$ cat config.mk
export PLATFORM = sky130hd
export DESIGN_NAME = upfc_top
export DESIGN_NICKNAME = d
export VERILOG_FILES = /design/src/upfc_pkg.sv /design/src/upfc_top.sv
export SDC_FILE = /design/constraint.sdc
export NUM_CORES = 1
export LEC_CHECK = 0
export BUFFER_PORTS_ARGS = -buffer_cell sky130_fd_sc_hd__buf_2
export CAP_MARGIN = 10
export CORE_MARGIN = 4
export CORE_UTILIZATION = 40
export DETAILED_ROUTE_END_ITERATION = 10
export PLACE_DENSITY = 0.68
export REMOVE_ABC_BUFFERS = 1
export SETUP_SLACK_MARGIN = 0.15
export SLEW_MARGIN = 30
export SYNTH_ARGS = -nofsm -noshare
export SYNTH_HDL_FRONTEND = slang
export SYNTH_SLANG_ARGS = --single-unit
$ cat constraint.sdc
create_clock -name clock_in -period 2.5 [get_ports clock_in]
set_input_delay 0 -clock clock_in [delete_from_list [all_inputs] [get_ports clock_in]]
set_output_delay 0 -clock clock_in [all_outputs]
set_load 0.02 [all_outputs]
$ cat src/upfc_pkg.sv
// Purpose: constants for the uart pin function configuration block
// Assumes: byte-wide registers at their printed offsets
// Notes: function codes are two bits wide on every pin
package upfc_pkg;
   localparam int UPFC_ADDR_W = 12;
   localparam int UPFC_PINS = 4;
   localparam logic [11:0] UPFC_CTS_CFG_ADDR = 12'h026;
   localparam logic [11:0] UPFC_HDX_CFG_ADDR = 12'h027;
   localparam logic [11:0] UPFC_TXA_CFG_ADDR = 12'h028;
   localparam logic [11:0] UPFC_RXA_CFG_ADDR = 12'h029;
   localparam int UPFC_PU_DIS_BIT = 7;
   localparam int UPFC_PD_EN_BIT = 6;
   localparam int UPFC_FUNC_HI = 1;
   localparam int UPFC_FUNC_LO = 0;
   localparam logic [7:0] UPFC_CFG_RESET = 8'h00;
   localparam logic [7:0] UPFC_CFG_MASK = 8'hC3;
   localparam logic [1:0] UPFC_FN_GP_IN = 2'h0;
   localparam logic [1:0] UPFC_FN_GP_OD = 2'h1;
   localparam logic [1:0] UPFC_FN_GP_PP = 2'h2;
   localparam logic [1:0] UPFC_FN_DEDIC = 2'h3;
   localparam int UPFC_IDX_CTS = 0;
   localparam int UPFC_IDX_HDX = 1;
   localparam int UPFC_IDX_TXA = 2;
   localparam int UPFC_IDX_RXA = 3;
endpackage : upfc_pkg

$ cat src/upfc_top.sv
// Purpose: pin function, pull and driver control for four uart-side pins
// Assumes: registers written through a simple byte port of the register map
// Notes: pin inputs pass three flip-flops and a settle register before use
`timescale 1ns/1ps
`default_nettype none

// What this block does
// - bit 7 set disables the pin pull-up; clear leaves it enabled.
// - bit 6 enables pull-down, never while pull-up is enabled.
// - pull-up and pull-down are ignored in any output mode.
// - codes 00, 01, 10 select gp input, open-drain and push-pull output.
// - clear-to-send code 11 makes the pin the flow-control input.
// - half-duplex pin code 11 drives transceiver direction push-pull.
// - transmit-activity pin code 11 drives a push-pull toggle output.
// - receive-activity pin code 11 drives a push-pull toggle output.
module upfc_top
   import upfc_pkg::*;
#(
   parameter int NUM_PINS = UPFC_PINS // pins served, one register each
)
(
   input wire logic clock_in, // core clock, 125 MHz
   input wire logic rst_n_in, // async reset, active low
   input wire logic [11:0] reg_addr_in, // register byte address
   input wire logic reg_wr_in, // write strobe
   input wire logic [7:0] reg_wdata_in, // write data
   output logic [7:0] reg_rdata_out, // read data, zero off map
   input wire logic [3:0] gpio_out_in, // gp output level per pin
   output logic [3:0] gpio_in_out, // synchronised pin level
   output logic cts_out, // synchronised clear-to-send level
   output logic cts_sel_out, // clear-to-send function selected
   input wire logic hdx_enable_in, // direction enable from uart
   input wire logic tx_toggle_in, // transmit activity toggle
   input wire logic rx_toggle_in, // receive activity toggle
   input wire logic [3:0] pin_in, // pad input levels
   output logic [3:0] pin_out, // pad output levels
   output logic [3:0] pin_oe_out, // pad output enables
   output logic [3:0] pull_up_out, // pull-up enables
   output logic [3:0] pull_down_out // pull-down enables
);

   // ----------------------------------------
   // decode
   // ----------------------------------------
   // each pin owns one register at a fixed offset, so the pin count
   // cannot move without new offsets in the package
   generate
      if (NUM_PINS != UPFC_PINS) begin : g_bad_pins
         $error("pin count does not match the mapped registers");
      end
   endgenerate

   localparam logic [11:0] CFG_ADDR [UPFC_PINS] = '{UPFC_CTS_CFG_ADDR,
      UPFC_HDX_CFG_ADDR, UPFC_TXA_CFG_ADDR, UPFC_RXA_CFG_ADDR};

   function automatic logic is_output(input logic [1:0] code, input int idx);
      is_output = (code == UPFC_FN_GP_OD) || (code == UPFC_FN_GP_PP) ||
         ((code == UPFC_FN_DEDIC) && (idx != UPFC_IDX_CTS));
   endfunction : is_output

   // shared by the write path and the read mux
   function automatic logic cfg_hit(input logic [11:0] addr,
      input int idx);
      cfg_hit = (addr == CFG_ADDR[idx]);
   endfunction : cfg_hit

   logic [7:0] cfg [UPFC_PINS];
   logic [3:0] sync1, sync2, sync3, pin_level;
   wire [3:0] dedic_level = {rx_toggle_in, tx_toggle_in, hdx_enable_in,
      1'b0};

   // ----------------------------------------
   // per-pin config and pad control
   // ----------------------------------------
   genvar g;
   generate
      for (g = 0; g < UPFC_PINS; g++) begin : g_pin
         wire [1:0] fn = cfg[g][UPFC_FUNC_HI:UPFC_FUNC_LO];
         wire is_out = is_output(fn, g);
         wire pu = ~cfg[g][UPFC_PU_DIS_BIT] & ~is_out;
         wire pd = cfg[g][UPFC_PD_EN_BIT] & ~pu & ~is_out;
         assign pull_up_out[g] = pu;
         assign pull_down_out[g] = pd;
         assign pin_oe_out[g] = (fn == UPFC_FN_GP_PP) ||
            ((fn == UPFC_FN_GP_OD) && !gpio_out_in[g]) ||
            ((fn == UPFC_FN_DEDIC) && (g != UPFC_IDX_CTS));
         assign pin_out[g] = (fn == UPFC_FN_DEDIC) ? dedic_level[g] :
            (fn == UPFC_FN_GP_OD) ? 1'b0 : gpio_out_in[g];
      end
   endgenerate

   // ----------------------------------------
   // configuration registers
   // ----------------------------------------
   // one process for all pins keeps a single driver on the array
   always_ff @(posedge clock_in or negedge rst_n_in) begin
      if (!rst_n_in) begin
         for (int i = 0; i < UPFC_PINS; i++) begin
            cfg[i] <= UPFC_CFG_RESET;
         end
      end else begin
         for (int i = 0; i < UPFC_PINS; i++) begin
            if (reg_wr_in && cfg_hit(reg_addr_in, i)) begin
               // reserved bits are not stored, so they read zero
               cfg[i] <= reg_wdata_in & UPFC_CFG_MASK;
            end
         end
      end
   end

   // ----------------------------------------
   // input synchroniser
   // ----------------------------------------
   always_ff @(posedge clock_in or negedge rst_n_in) begin
      if (!rst_n_in) begin
         sync1 <= 4'h0;
         sync2 <= 4'h0;
         sync3 <= 4'h0;
         pin_level <= 4'h0;
      end else begin
         sync1 <= pin_in;
         sync2 <= sync1;
         sync3 <= sync2;
         for (int i = 0; i < UPFC_PINS; i++) begin
            if (sync2[i] == sync3[i]) begin
               pin_level[i] <= sync3[i];
            end
         end
      end
   end

   assign gpio_in_out = pin_level;
   assign cts_sel_out = (cfg[UPFC_IDX_CTS][1:0] == UPFC_FN_DEDIC);
   assign cts_out = pin_level[UPFC_IDX_CTS];

   // ----------------------------------------
   // read back
   // ----------------------------------------
   always_comb begin
      reg_rdata_out = 8'h00;
      for (int i = 0; i < UPFC_PINS; i++) begin
         if (cfg_hit(reg_addr_in, i)) begin
            reg_rdata_out = cfg[i];
         end
      end
   end

   // ----------------------------------------
   // checks
   // ----------------------------------------
   // whole-block and single-pin checks first, then the rules pin by pin so that a
   // slip in one pin's decode cannot hide behind the others
   pull_exclusive_a: assert property (
      @(posedge clock_in) disable iff (!rst_n_in)
      (pull_up_out & pull_down_out) == 4'h0)
      else $error("both pulls on");

   pull_out_off_a: assert property (
      @(posedge clock_in) disable iff (!rst_n_in)
      pin_oe_out[1] |-> !pull_up_out[1] && !pull_down_out[1])
      else $error("pull active while driving");

   pu_default_a: assert property (
      @(posedge clock_in) disable iff (!rst_n_in)
      (cfg[0] == UPFC_CFG_RESET) |-> pull_up_out[0])
      else $error("pull-up off at default");

   cts_input_a: assert property (
      @(posedge clock_in) disable iff (!rst_n_in)
      cts_sel_out |-> !pin_oe_out[UPFC_IDX_CTS])
      else $error("cts pin driven");

   cts_pulls_a: assert property (
      @(posedge clock_in) disable iff (!rst_n_in)
      cts_sel_out |->
      pull_up_out[UPFC_IDX_CTS] == !cfg[UPFC_IDX_CTS][UPFC_PU_DIS_BIT])
      else $error("cts input pull wrong");

   hdx_drive_a: assert property (
      @(posedge clock_in) disable iff (!rst_n_in)
      (cfg[UPFC_IDX_HDX][1:0] == UPFC_FN_DEDIC) |->
      pin_oe_out[UPFC_IDX_HDX] && pin_out[UPFC_IDX_HDX] == hdx_enable_in)
      else $error("direction enable not driven");

   tx_toggle_a: assert property (
      @(posedge clock_in) disable iff (!rst_n_in)
      (cfg[UPFC_IDX_TXA][1:0] == UPFC_FN_DEDIC) |->
      pin_oe_out[UPFC_IDX_TXA] && pin_out[UPFC_IDX_TXA] == tx_toggle_in)
      else $error("tx toggle not driven");

   rx_toggle_a: assert property (
      @(posedge clock_in) disable iff (!rst_n_in)
      (cfg[UPFC_IDX_RXA][1:0] == UPFC_FN_DEDIC) |->
      pin_oe_out[UPFC_IDX_RXA] && pin_out[UPFC_IDX_RXA] == rx_toggle_in)
      else $error("rx toggle not driven");

   write_read_a: assert property (
      @(posedge clock_in) disable iff (!rst_n_in)
      reg_wr_in && reg_addr_in == UPFC_TXA_CFG_ADDR ##1
      reg_addr_in == UPFC_TXA_CFG_ADDR |->
      reg_rdata_out == ($past(reg_wdata_in) & UPFC_CFG_MASK))
      else $error("readback wrong");

   od_drive_a: assert property (
      @(posedge clock_in) disable iff (!rst_n_in)
      (cfg[UPFC_IDX_RXA][1:0] == UPFC_FN_GP_OD) |->
      (pin_oe_out[3] == !gpio_out_in[3]) && !pin_out[3])
      else $error("open drain wrong");

   // the first reset edge may still see unset flops, so look one later
   reset_default_a: assert property (
      @(posedge clock_in)
      !rst_n_in ##1 !rst_n_in |-> pull_up_out == 4'hF &&
      pin_oe_out == 4'h0 && pull_down_out == 4'h0 && reg_rdata_out == 8'h00)
      else $error("reset state wrong");

   generate
      for (g = 0; g < UPFC_PINS; g++) begin : g_chk
         wire [1:0] code = cfg[g][UPFC_FUNC_HI:UPFC_FUNC_LO];
         wire pu_dis = cfg[g][UPFC_PU_DIS_BIT];
         wire pd_en = cfg[g][UPFC_PD_EN_BIT];

         out_pulls_off_a: assert property (
            @(posedge clock_in) disable iff (!rst_n_in)
            (code == UPFC_FN_GP_OD || code == UPFC_FN_GP_PP) |->
            !pull_up_out[g] && !pull_down_out[g])
            else $error("pull on in output mode");

         pu_follow_a: assert property (
            @(posedge clock_in) disable iff (!rst_n_in)
            (code == UPFC_FN_GP_IN) |-> pull_up_out[g] == !pu_dis)
            else $error("pull-up does not follow its bit");

         pd_follow_a: assert property (
            @(posedge clock_in) disable iff (!rst_n_in)
            (code == UPFC_FN_GP_IN) |->
            pull_down_out[g] == (pu_dis && pd_en))
            else $error("pull-down does not follow its bit");

         pp_drive_a: assert property (
            @(posedge clock_in) disable iff (!rst_n_in)
            (code == UPFC_FN_GP_PP) |->
            pin_oe_out[g] && pin_out[g] == gpio_out_in[g])
            else $error("push-pull pin wrong");

         od_pin_a: assert property (
            @(posedge clock_in) disable iff (!rst_n_in)
            (code == UPFC_FN_GP_OD) |->
            pin_oe_out[g] == !gpio_out_in[g] && !pin_out[g])
            else $error("open-drain pin wrong");

         in_quiet_a: assert property (
            @(posedge clock_in) disable iff (!rst_n_in)
            (code == UPFC_FN_GP_IN) |-> !pin_oe_out[g])
            else $error("input pin driven");

         dedic_drive_a: assert property (
            @(posedge clock_in) disable iff (!rst_n_in)
            (code == UPFC_FN_DEDIC && g != UPFC_IDX_CTS) |->
            pin_oe_out[g] && !pull_up_out[g] && !pull_down_out[g])
            else $error("dedicated output wrong");

         rsv_clear_a: assert property (
            @(posedge clock_in) disable iff (!rst_n_in)
            (cfg[g] & ~UPFC_CFG_MASK) == 8'h00)
            else $error("reserved bits stored");

         cfg_keep_a: assert property (
            @(posedge clock_in) disable iff (!rst_n_in)
            !(reg_wr_in && cfg_hit(reg_addr_in, g)) |=> $stable(cfg[g]))
            else $error("register changed without a write");

         level_take_a: assert property (
            @(posedge clock_in) disable iff (!rst_n_in)
            sync2[g] == sync3[g] |=> gpio_in_out[g] == $past(sync3[g]))
            else $error("settled pin level not taken");

         level_hold_a: assert property (
            @(posedge clock_in) disable iff (!rst_n_in)
            sync2[g] != sync3[g] |=> $stable(gpio_in_out[g]))
            else $error("unsettled pin level taken");
      end
   endgenerate

endmodule : upfc_top

`default_nettype wire

Yosys cells after proc, flatten, opt, wreduce, memory -nomap -nowiden --
Index checks and enable logic that the tools add are counted.
Operators by class: eq/ne operators 20, multiplexer cells 12, bitwise operators 24, reductions and logical operators 26
Operator list (count):
- $eq 12x6->1 const B | 4
- $mux 8 | 4
- $eq 2x2->1 const B | 8
- $logic_or 1x1->1 | 14
- $and 1x1->1 | 12
- $not 1->1 | 12
- $eq 2x1->1 const B | 4
- $logic_and 1x1->1 | 8
- $mux 1 | 8
- $eq 1x1->1 | 4
- $logic_not 1->1 | 4
Word-level totals: flip-flop bits (word level) 32, bits of input ports 34, output and inout bits 30, logic and storage cells 93

Longest topological paths before layout --
depth in word-level cells 8, depth in mapped cells 4, depth with buffers taken out 3

Worst setup path before layout --
Ideal clock, no wire load.
path type input to register, start point input port reg_addr_in[9], end point register cfg[8] (netlist name), arrival 1.443 ns, data required time 2.372 ns, setup slack 0.929 ns, stages on the path 3, buffers on the path 0, path through or4_4 or4b_4 mux2_1
On the way: longest elaborated chain between the ends 2
Ends and longest elaborated chain:
- start: declaration | RTL line upfc_top.sv:24 | input wire logic [11:0] reg_addr_in,
- $eq 12x6->1 | RTL line upfc_top.sv:64 | cfg_hit = (addr == CFG_ADDR[idx]);
- $logic_and 1x1->1 | RTL line upfc_top.sv:103 | if (reg_wr_in && cfg_hit(reg_addr_in, i)) begin
- end signal: indexed assignment | RTL line upfc_top.sv:105 | cfg[i] <= reg_wdata_in & UPFC_CFG_MASK;
- end: declaration | RTL line upfc_top.sv:67 | logic [7:0] cfg [UPFC_PINS];
No other way between the ends. A chain may end at the register's enable or synchronous reset.

Worst setup path after layout --
start point input port reg_addr_in[9], end point register cfg[9] (netlist name)
Same word-level chain as after synthesis.

==> results_dict.tcl <==
set metrics [dict create \
    outcome "finished clean" \
    grtUsageMet1_pct 17.9 \
    drt_wl_total_um 3120 \
    grt_pass1_wl_um 5490 \
    worst_pin_slew_ns 0.674 \
    area_growth_pct 27.7 \
    synth_common_cells "dfrtp_1 (32), buf_4 (13), mux2_1 (8), mux2_2 (8), mux2i_1 (8)" \
    dp_cells 217 \
    cts_root_buffer "clkbuf_8" \
    cts_resized 0 \
    cp_max_fo 5 \
    num_rows 22 \
    finalNetCount 221 \
    multi_input_area_um2 632 \
    drive_gt1_share_pct 42.2 \
    total_power_mw 1.13 \
    vias_per_cell 4.79 \
    use_met3_pct 4.46 \
    die_area_mm2 0.00493 \
    peakVddDrop_uv 396 \
    io_buffer_count 55 \
    synth_edf_count 0 \
    dp_hpwl_um 2340 \
    async_flop_share_pct 100 \
    met2_usage_pct 20.9 \
    regArea_um2 801 \
    yosysTopAreaCellShare_pct 51.7 \
    drtIter0Drc 23 \
    fin_crit_sh_pct 57.8 \
    cts_tree "built" \
    track_usage_pct 13.8 \
    finalWorstSetupSlack_ns 1.05 \
    vias 1116 \
    ys_warn_count 0 \
    tns_ns 0 \
    avgSynthCellArea_um2 12.3 \
    clk_pin_slew_ns 0.07 \
    ios 64 \
    yosysSeqAreaShare_pct 51.7 \
    cp-end-kind "flip-flop" \
    first_global_vias 1180 \
    grt_busiest_layer "met2" \
    p_per_area_mw_per_mm2 570 \
    p_leak_nw 1.03 \
    ys_ff_latch 32 \
    postCtsSetupBuffers 0 \
    antenna_cells 0 \
    arrival_ns 1.60 \
    netlist_area_mm2 0.00155 \
    slew_headroom_pct 55.1 \
    drv_cap 0 \
    required_ns 2.66 \
    start_kind "primary input" \
    cts.sinks 32 \
    synth_cell_types 25 \
    yosys.area.top_type "dfrtp_1" \
    layout_min_cycle_time_ns 1.45 \
    core_area_mm2 0.00369 \
    antenna_found_initial 0 \
    dp_slack_ns 0.761 \
    synthTopCellsByArea "dfrtp_1 (52%), buf_4 (6.3%), mux2_1 (5.8%), mux2_2 (5.8%), mux2i_1 (5.2%)" \
    final_cell_count_no_fill 233 \
    drc_errors 0 \
    cts_made_buffers 5 \
    place.gp.congestion 0.808 \
    clock_path_buffers 2 \
    drtPass1Iterations 4 \
    htree_num_levels 2 \
    start_util_pct 42.0 \
    skew_ns 0.00254 \
    hold_class "primary input to flip-flop" \
    ys.flop_type "dfrtp_1" \
    fillCellCount 330 \
    crit_type "primary input to flip-flop" \
    hold_viol_final 0 \
    wire_per_inst_um 13.4 \
    grt_max_degree 33 \
    fmax_mhz 692 \
    die_h_um 70.2 \
    drtAntennaViolNets 0 \
    syn_inst 126 \
    overflow 0 \
    setup_viol 0 \
    slew_viol_final 0 \
    yosys.cell_count.top_type "dfrtp_1" \
    fp.dieW_um 70.2 \
    rsz0062_at_grt "false" \
    clk_latency_ns 0.28 \
]
[critical path: stages]
cell and delay, ns:
buf_2 0.10, or4_4 0.56, or4b_4 0.60, mux2_1 0.34
[layout make-up]
class / count / area share (%)
clock inverters: 2 / 1.77
multi-input cells: 76 / 31.9
clock buffers: 6 / 3.67
flip-flops and latches: 32 / 40.5
inverters: 6 / 1.14
well taps: 48 / 3.04
repair buffers: 63 / 18.0
[worst paths after layout]
check,from,to,slack [ns],depth (start not counted)
max reg2reg,cfg[9],cfg[9],1.63,1
min,reg_wdata_in[1],cfg[25],0.002,2
max,reg_addr_in[9],cfg[9],1.05,4
max in group asynchronous,rst_n_in,cfg[9],1.77,2
min in group asynchronous,rst_n_in,sync1[1],0.30,2
min reg2reg,sync1[0],sync2[0],0.35,0
[cells in the final DEF, fill, tap and decap left out, drive strengths merged]
master and instances:
a21o 4, and3 1, buf 55, bufinv 1, clkbuf 6, clkinv 1
conb 4, dfrtp 32, dlygate4sd3 8, ha 3, inv 6, maj3 4
mux2 16, mux2i 8, nand2 4, nand3 3, nand3b 1, nor2 4
nor2b 2, nor3 7, nor4 2, o21ai 3, o22a 4, or2 1
or3b 1, or4 1, or4b 3
[report_power, final]
group | switching (mW) | total [mW] | internal, mW | leakage (nW)
Combinational | 0.0595 | 0.105 | 0.0459 | 0.565
Sequential | 0.00846 | 0.544 | 0.535 | 0.410
Clock | 0.183 | 0.478 | 0.295 | 0.0552
[repair_timing]
item                                    CTS  global route
endpoints found under the hold margin    45             0
hold buffers                              8             0
endpoints found under the setup margin    0             0
[layer usage]
metal  share of wire, %  up-vias
li1                   -      544
met1                 44      516
met2                 47       47
met3                7.4        9
met4                2.2        0
met5                  0        -
[cell families after synthesis]
group                    after synthesis  share of synthesized area, %
flip-flops                            32                          51.7
AND/OR/NAND/NOR                       30                          12.8
multiplexers                          24                          16.8
buffers and inverters                 21                          8.24
AO/OA/AOI/OAI                         11                          5.17
adder cells (fa/ha/maj)                7                          5.01
other                                  1                         0.242
[flip-flops by register name (all words and copies together), names as in the netlist]
| signal | count |
|---|---|
| sync1 | 4 |
| cfg | 16 |
| sync2 | 4 |
| gpio_in_out | 4 |
| sync3 | 4 |
[metrics by stage]
step	hold slack [ns]	util (%)	area, um^2
2_1_floorplan	-0.296	-	1460
3_3_place_gp	0.0633	48.5	1790
3_5_place_dp	0.0829	48.5	1790
4_1_cts	0.00267	53.6	1980
5_1_grt	0.0169	53.6	1980
6_report	0.00247	53.6	1980
Power figures use the tool's default switching activity.
